`config.mk`:
```
export PLATFORM = sky130hd
export DESIGN_NAME = fpec_top
export DESIGN_NICKNAME = d
export VERILOG_FILES = /design/src/fpec_top.v /design/src/fpec_latch.v /design/src/fpec_testreg.v
export VERILOG_INCLUDE_DIRS = /design/src
export SDC_FILE = /design/constraint.sdc
export NUM_CORES = 1
export LEC_CHECK = 0
export BUFFER_PORTS_ARGS = -buffer_cell sky130_fd_sc_hd__buf_2
export CORE_ASPECT_RATIO = 1.1
export CORE_MARGIN = 8
export CORE_UTILIZATION = 44
export CTS_CLUSTER_DIAMETER = 30
export DETAILED_ROUTE_END_ITERATION = 8
export MAX_ROUTING_LAYER = met4
export PLACE_DENSITY_LB_ADDON = 0.3
export SYNTH_ARGS = -nofsm -noshare
export SYNTH_HDL_FRONTEND = slang
export SYNTH_SLANG_ARGS = --single-unit
```
`constraint.sdc`:
```
create_clock -name CLK -period 1.73 [get_ports CLK]
set_clock_uncertainty 0.1 [all_clocks]
set_input_delay 0.173 -clock CLK [delete_from_list [all_inputs] [get_ports CLK]]
set_output_delay 0.173 -clock CLK [all_outputs]
set_load 0.005 [all_outputs]
```
`src/fpec_defines.vh`:
```
// Register map, field positions and reset values of the flash program/erase control block.
`ifndef FPEC_DEFINES_VH
`define FPEC_DEFINES_VH

`define FPEC_OFS_CTRL 4'h0
`define FPEC_OFS_TEST 4'h4
`define FPEC_OFS_STAT 4'h8

`define FPEC_BIT_HV 0
`define FPEC_BIT_LAT 1
`define FPEC_BIT_ERS 2
`define FPEC_BIT_BBP 3
`define FPEC_BIT_WDS 4

`define FPEC_CTRL_RST 8'h08
`define FPEC_TEST_RST 8'h00

`define FPEC_ST_LATCHED 0
`define FPEC_ST_SUPPLY 1
`define FPEC_ST_STOPWAIT 2
`define FPEC_ST_SPECIAL 3
`define FPEC_ST_HV_ON 4
`define FPEC_ST_TEST_ON 5

`endif

```
`src/fpec_top.v`:
```
// Flash program/erase control: interlocked control register, latches, high-voltage gating and test register.
// Functional notes
// - Capture next valid write; protect boot block.
// - Boot block erased only when protect clear.
// - High voltage only with enable and supply.
// - Pulse enable refused until latches loaded.
// - Latches load only while latch enable set.
// - Latch and pulse enable need separate writes.
// - Mode bits frozen while pulse enable set.
// - Stop or wait aborts programming immediately.
// - Test bits writable only in special mode.
// - Normal operation until test function invoked.
// - Array reads ignored while pulse enable set.
// - Further array writes ignored once latched.
`timescale 1ns/1ps
`include "fpec_defines.vh"
module fpec_top #(
    parameter ADDR_W = 15,
    parameter DATA_W = 16,
    parameter [ADDR_W-1:0] ARRAY_LAST = 15'h7FFF,
    parameter [ADDR_W-1:0] BOOT_FIRST = 15'h7800
) (
    input wire CLK, // Bus clock, 25 MHz.
    input wire SYS_RST, // Synchronous reset, active high.
    input wire CE, // Clock enable; low freezes all state.
    input wire [3:0] AVS_ADDRESS, // Register byte address.
    input wire AVS_READ, // Register read request.
    input wire AVS_WRITE, // Register write request.
    input wire [31:0] AVS_WRITEDATA, // Register write data.
    output wire [31:0] AVS_READDATA, // Register read data.
    output wire AVS_WAITREQUEST, // Stall until the access is taken.
    input wire ARRAY_WR, // Array write cycle strobe.
    input wire ARRAY_RD, // Array read cycle strobe.
    input wire [ADDR_W-1:0] ARRAY_ADDR, // Array cycle address.
    input wire [DATA_W-1:0] ARRAY_WDATA, // Array write data.
    input wire SUPPLY_OK, // Programming supply present.
    input wire STOP_WAIT, // Processor in stop or wait mode.
    input wire SPECIAL_MODE, // Special mode line.
    output wire HV_PROGRAM, // Program voltage routed to the array.
    output wire HV_ERASE, // Erase voltage routed to the array.
    output wire ERASE_BOOT, // Boot block included in the erase.
    output wire [ADDR_W-1:0] PROG_ADDR, // Latched programming address.
    output wire [DATA_W-1:0] PROG_DATA, // Latched programming data.
    output wire READ_IGNORE, // Array read cycle must be ignored.
    output wire READ_LATCHED, // Array read returns the latched location.
    output wire WAKE_DELAY, // Wake delay select to the array timing.
    output wire [7:0] TEST_CTRL // Test function controls.
);
    reg hv_reg;
    reg hv_next;
    reg lat_reg;
    reg lat_next;
    reg ers_reg;
    reg ers_next;
    reg bbp_reg;
    reg bbp_next;
    reg wds_reg;
    reg wds_next;
    reg ack_reg;
    reg [31:0] rdata_reg;
    reg [31:0] rdata_next;
    wire req;
    wire take;
    wire ctrl_we;
    wire test_we;
    wire in_array;
    wire in_boot;
    wire prog_block;
    wire loaded;
    wire [7:0] test_val;
    wire [7:0] ctrl_val;
    wire [7:0] stat_val;
    wire [7:0] wb;
    wire hv_live;
    // Reset value as a sized word, so that each bit is taken by index and no width is cut.
    localparam [7:0] ctrl_rst_val = `FPEC_CTRL_RST;

    // One wait cycle per access: the answer is ready at the second edge.
    assign req = AVS_READ | AVS_WRITE;
    assign take = req & ack_reg & CE;
    assign AVS_WAITREQUEST = req & ~take;
    assign AVS_READDATA = rdata_reg;
    assign ctrl_we = take & AVS_WRITE & (AVS_ADDRESS == `FPEC_OFS_CTRL);
    assign test_we = take & AVS_WRITE & (AVS_ADDRESS == `FPEC_OFS_TEST);
    assign wb = AVS_WRITEDATA[7:0];

    always @(posedge CLK) begin
        if (SYS_RST) begin
            ack_reg <= 1'b0;
            rdata_reg <= 32'h00000000;
        end else if (CE) begin
            ack_reg <= req & ~ack_reg;
            rdata_reg <= rdata_next;
        end
    end

    assign ctrl_val = {3'h0, wds_reg, bbp_reg, ers_reg, lat_reg, hv_reg};
    assign stat_val = {2'h0, |test_val, hv_live, SPECIAL_MODE, STOP_WAIT, SUPPLY_OK, loaded};

    always @* begin
        rdata_next = 32'h00000000;
        if (req && !ack_reg) begin
            case (AVS_ADDRESS)
                `FPEC_OFS_CTRL: rdata_next = {24'h000000, ctrl_val};
                `FPEC_OFS_TEST: rdata_next = {24'h000000, test_val};
                `FPEC_OFS_STAT: rdata_next = {24'h000000, stat_val};
                default: rdata_next = 32'h00000000;
            endcase
        end else if (ack_reg) begin
            rdata_next = rdata_reg;
        end
    end

    // Control register write interlocks.
    always @* begin
        hv_next = hv_reg;
        lat_next = lat_reg;
        ers_next = ers_reg;
        bbp_next = bbp_reg;
        wds_next = wds_reg;
        if (ctrl_we) begin
            wds_next = wb[`FPEC_BIT_WDS];
            if (hv_reg) begin
                // Only the pulse enable and the wake delay select may change while voltage is applied.
                hv_next = wb[`FPEC_BIT_HV] & wb[`FPEC_BIT_LAT];
            end else begin
                ers_next = wb[`FPEC_BIT_ERS];
                bbp_next = wb[`FPEC_BIT_BBP];
                // The supply detector stops latch enable from rising without the supply.
                lat_next = wb[`FPEC_BIT_LAT] & (SUPPLY_OK | lat_reg);
                // A prior loading write is needed, so latch and pulse enable cannot arrive together.
                hv_next = wb[`FPEC_BIT_HV] & wb[`FPEC_BIT_LAT] & lat_reg & loaded;
            end
        end
        if (STOP_WAIT) begin
            hv_next = 1'b0;
        end
    end

    always @(posedge CLK) begin
        if (SYS_RST) begin
            hv_reg <= ctrl_rst_val[`FPEC_BIT_HV];
            lat_reg <= ctrl_rst_val[`FPEC_BIT_LAT];
            ers_reg <= ctrl_rst_val[`FPEC_BIT_ERS];
            bbp_reg <= ctrl_rst_val[`FPEC_BIT_BBP];
            wds_reg <= ctrl_rst_val[`FPEC_BIT_WDS];
        end else if (CE) begin
            hv_reg <= hv_next;
            lat_reg <= lat_next;
            ers_reg <= ers_next;
            bbp_reg <= bbp_next;
            wds_reg <= wds_next;
        end
    end

    assign in_array = (ARRAY_ADDR <= ARRAY_LAST);
    assign in_boot = (ARRAY_ADDR >= BOOT_FIRST) && in_array;
    // Erase arming writes are never blocked; only programming of a protected boot address is.
    assign prog_block = bbp_reg & ~ers_reg & in_boot;

    fpec_latch #(
        .ADDR_W(ADDR_W),
        .DATA_W(DATA_W)
    ) u_latch (
        .clk(CLK),
        .rst(SYS_RST),
        .ce(CE),
        .latch_en(lat_reg),
        .wr(ARRAY_WR & ~hv_reg),
        .addr_ok(in_array),
        .block(prog_block),
        .addr(ARRAY_ADDR),
        .data(ARRAY_WDATA),
        .loaded(loaded),
        .addr_q(PROG_ADDR),
        .data_q(PROG_DATA)
    );

    fpec_testreg #(
        .W(8)
    ) u_test (
        .clk(CLK),
        .rst(SYS_RST),
        .ce(CE),
        .special(SPECIAL_MODE),
        .we(test_we),
        .wdata(wb),
        .value(test_val)
    );

    // Voltage is cut combinationally so stop or a lost supply acts at once, not a cycle later.
    assign hv_live = hv_reg & lat_reg & loaded & SUPPLY_OK & ~STOP_WAIT;
    assign HV_PROGRAM = hv_live & ~ers_reg;
    assign HV_ERASE = hv_live & ers_reg;
    assign ERASE_BOOT = HV_ERASE & ~bbp_reg;
    assign READ_IGNORE = ARRAY_RD & hv_reg;
    assign READ_LATCHED = ARRAY_RD & ~hv_reg & lat_reg & ~ers_reg;
    assign WAKE_DELAY = wds_reg;
    // Test bits clear at the first enabled edge outside special mode, so normal behaviour holds until one is set.
    assign TEST_CTRL = test_val;
endmodule // fpec_top

```
`src/fpec_latch.v`:
```
// Programming address and data latches with the loaded flag.
`timescale 1ns/1ps
module fpec_latch #(
    parameter ADDR_W = 15,
    parameter DATA_W = 16
) (
    input wire clk, // Bus clock.
    input wire rst, // Synchronous reset, active high.
    input wire ce, // Clock enable.
    input wire latch_en, // Latches enabled.
    input wire wr, // Array write strobe.
    input wire addr_ok, // Address lies inside the array.
    input wire block, // Write refused by boot protection.
    input wire [ADDR_W-1:0] addr, // Array write address.
    input wire [DATA_W-1:0] data, // Array write data.
    output reg loaded, // Latches hold a valid write.
    output reg [ADDR_W-1:0] addr_q, // Latched address.
    output reg [DATA_W-1:0] data_q // Latched data.
);
    always @(posedge clk) begin
        if (rst) begin
            loaded <= 1'b0;
            addr_q <= {ADDR_W{1'b0}};
            data_q <= {DATA_W{1'b0}};
        end else if (ce) begin
            if (!latch_en) begin
                loaded <= 1'b0;
            end else if (wr && addr_ok && !loaded && !block) begin
                // Only the first valid write after enabling is kept; later ones are ignored.
                loaded <= 1'b1;
                addr_q <= addr;
                data_q <= data;
            end
        end
    end
endmodule // fpec_latch

```
`src/fpec_testreg.v`:
```
// Test control register that exists only while the special mode line is asserted.
`timescale 1ns/1ps
`include "fpec_defines.vh"
module fpec_testreg #(
    parameter W = 8
) (
    input wire clk, // Bus clock.
    input wire rst, // Synchronous reset, active high.
    input wire ce, // Clock enable.
    input wire special, // Special mode line.
    input wire we, // Write strobe for this register.
    input wire [W-1:0] wdata, // Write data.
    output reg [W-1:0] value // Current test bits.
);
    always @(posedge clk) begin
        if (rst) begin
            value <= `FPEC_TEST_RST;
        end else if (ce) begin
            if (!special) begin
                value <= {W{1'b0}};
            end else if (we) begin
                value <= wdata;
            end
        end
    end
endmodule // fpec_testreg

```
==> impl_metrics.csv <==
group,metric,value,unit
run_status,status,"finished clean",
setup_path,r2r_slack,0.13,ns
yosys,synthMuxAreaShare,13.6,%
pwr,power_frac_comb,9.8,%
yosys,synth_top_cell_by_area,"dfxtp_1",
global_route,grt_max_degree,72,
placed_design,dp_hpwl,5.45,mm
yosys,synthTopCellsByArea,"dfxtp_1, nand2b_1, mux2i_1, buf_4, nand3_2",
global_route,overflow,0,
setup_path,cpMaxStageDelayCell,"dfxtp_2",
clocking,clock_latency,0.30,ns
drt,vias,2260,
global_route,grt_pass1_wl,11.3,mm
yosys,synth_compound_area_share,9.29,%
hold_path,whs_endpoint,"u_latch.data_q[8]",
layout,nNetsFinal,473,
pwr,p_total,2.13,mW
clocking,clockBufferDepth,2,
yosys,synth-xor-area-share,0,%
yosys,synthSimpleGateAreaFrac,26.8,%
global_route,grt_use_total,15.7,%
setup_path,cp_top_family,"simple AND/OR/NAND/NOR gates",
die,num_io_pins,155,
job,cap_violations,0,
global_route,global_route.usage.met2,25.8,%
yosys,avgSynthCellArea,9.59,um2
yosys,synth_area,2730,um2
timing,setup_slack,0.101,ns
die,dieArea,8990,um2
pwr,p_per_area,625,nW/um2
setup_path,ff2ff_path_depth,5,
pwr,ir_drop,468,uV
layout,stdcell_count,476,
layout,reg.largest.list,"u_latch.data_q (16), u_latch.addr_q (15)",
pwr,p_leak,1.51,nW
clocking,numClockSinks,54,
setup_path,endpoint_kind,"output port",
placed_design,port_buffers,106,
layout,drive_above_1_share,36.9,%
setup_path,path_cells,"buf_6, nand4_1, nor2_2, and3_4, buf_2",
setup_path,worstReg2RegEnd,"u_test.value[7]",
layout,top_register,"u_latch.data_q",
drt,drc_errors,0,
setup_path,critical_path_required,1.46,ns
yosys,synth_top_family_by_area,"simple AND/OR/NAND/NOR gates",
global_route,grt_pass1_vias,2319,
pwr,netSwitchingFraction,24.2,%
placed_design,dp.cells,467,
clocking,cts_buffers,5,
layout,largest_reg_flops,16,
global_route,met1_usage,17.1,%
yosys,synthAdderAreaFrac,0,%
yosys,ys_ff_latch,54,
pwr,p_switching,516,uW
setup_path,worst-path-buf-inv,2,
global_route,top_usage_layer,"met2",
yosys,yosysUniqueCellTypes,40,
placed_design,place_congestion,0.829,
drt,dr.pass1.iters,4,
hold_path,worst_hold_startpoint,"ARRAY_WDATA[8]",
yosys,syn_inst,285,
pwr,pwr-share-clk,31.7,%
clocking,htree_levels,2,
placed_design,place_ws,0.129,ns
yosys,yosysWarnings,0,
drt,drt_iter0_drc,125,
global_route,globalRouteMet3Util,5.55,%
timing,max_freq,614,MHz
global_route,antenna_found_initial,0,
setup_path,timing.critical_path.from_type,"flop",
die,start_util,44.9,%
clocking,clk_pin_slew,0.10,ns
timing,setup_viol,0,
timing,slew_viol_final,0,
drt,routed_wl,6.97,mm
drt,viasPerCell,4.75,
hold_path,hold_path_class,"input port to flop",
layout,num_antenna_cells,0,
die,die-width,91.1,um
timing,fin_crit_sh,94.1,%
layout,utilization,56.2,%
setup_path,worstSetupPathType,"flop to output port",
pwr,p_seq_share,58.5,%
yosys,yosysTopAreaCellShare,39.6,%
timing,finalHoldViolations,0,
die,core_area,6080,um2
timing,setup_tns,0,ns
timing,min_period,1.63,ns
setup_path,cpPeakStageDelay,0.35,ns
clocking,cts_tree,"done",
layout,area_delta_synth_final,25.0,%
yosys,yosysSeqAreaShare,39.6,%
die,row_count,30,
hold_path,whs_path_depth,3,
clocking,clock-root-buffer,"clkbuf_8",
drt,wire_per_inst,14.6,um
setup_path,path_max_fanout,4,
drt,ant_nets,0,
setup_path,r2r-start,"ack_reg",
die,die-height,98.7,um
setup_path,critPathArrivalTime,1.36,ns
pwr,intPower,1.62,mW
[power groups by stage]
stage	Clock, mW	Combinational, mW	Sequential [mW]
floorplan	0	0.147	1.28
global placement	0	0.200	1.28
detailed placement	0	0.205	1.28
CTS	0.700	0.207	1.25
global route	0.747	0.232	1.25
finish	0.676	0.209	1.25
[cell type report]
type	count	area, um2
clock buffers	5	68.8
clock inverters	2	10.0
fillers	572	2670
inverters	3	11.3
multi-input cells	210	1460
flip-flops and latches	54	1080
well taps	80	100
repair buffers	122	686
[tightest hold or removal path: cells and delay by family]
kind | cells | cell delay, ns
AND/OR/NAND/NOR | 1 | 0.05
multiplexers | 1 | 0.06
buffers and inverters | 1 | 0.09
[cell families after synthesis]
family	after synthesis
mux	37
simple gates	112
other cells	1
flops	54
buf+inv	44
compound gates	37
[metrics by stage]
stage / hold WS, ns / area, um2
2_1_floorplan: 0.186 / 2820
3_3_place_gp: 0.308 / 3300
3_5_place_dp: 0.314 / 3300
4_1_cts: 0.00634 / 3390
5_1_grt: 0.00811 / 3410
6_report: 0.0127 / 3410
[per-layer routing]
metal | vias up | share of wire (%)
li1 | 1148 | -
met1 | 1026 | 41
met2 | 75 | 50
met3 | 11 | 7.1
met4 | 0 | 2.0
met5 | - | 0
[what timing repair did]
action	in CTS	in global routing
pin swaps	0	2
setup endpoints to repair	1	1
resized for setup	1	5
buffers inserted	0	1
hold buffers	1	0
endpoints found under the hold margin	1	0
[layout by cell type (no fill, tap or decap), types with 3 or more instances in the layout]
master	count
nand2b_1	61
nor2b_1	3
conb_1	24
nor4_1	4
buf_2	106
inv_1	3
nand3_2	8
a22o_1	6
clkbuf_8	5
nand3_1	8
nor2_1	7
buf_4	11
mux2i_1	37
o21ai_0	5
dfxtp_1	52
nand2_1	5
a21oi_1	14
[synth_stat cells]
cell type	count
a211o_1	1
o31a_1	1
and2_1	2
o2bb2ai_1	1
dfxtp_1	54
nand4_1	2
inv_1	3
nand3_1	8
a21oi_1	14
buf_4	25
o21a_1	1
a31oi_1	1
or4b_1	1
conb_1	1
nor3_2	1
nand3_2	8
buf_6	4
clkbuf_1	10
nor4b_1	1
buf_2	2
nor2_1	8
nor4b_4	1
nor2b_1	3
and3_1	1
a211oi_1	1
nand2_1	5
a32o_1	2
or2b_1	1
nand4b_4	1
or3_1	2
a211oi_2	1
nor3_1	2
a22o_1	6
o21ba_2	1
a2111oi_0	1
o21ai_0	5
mux2i_1	37
nor4_1	4
a21boi_0	1
nand2b_1	61
[worst max-delay path by stage]
stage,start,to,slack (ns),cells past startpoint
after floorplan,ack_reg,u_test.value[1],0.15,5
after global placement,ack_reg,u_test.value[2],0.15,5
after detailed placement,ack_reg,u_test.value[7],0.13,5
after CTS,hv_reg,ERASE_BOOT,0.03,5
after global routing,lat_reg,ERASE_BOOT,-0.00008,5
final,u_latch.loaded,ERASE_BOOT,0.10,5
No activity file was read; power rests on OpenSTA's default activity.
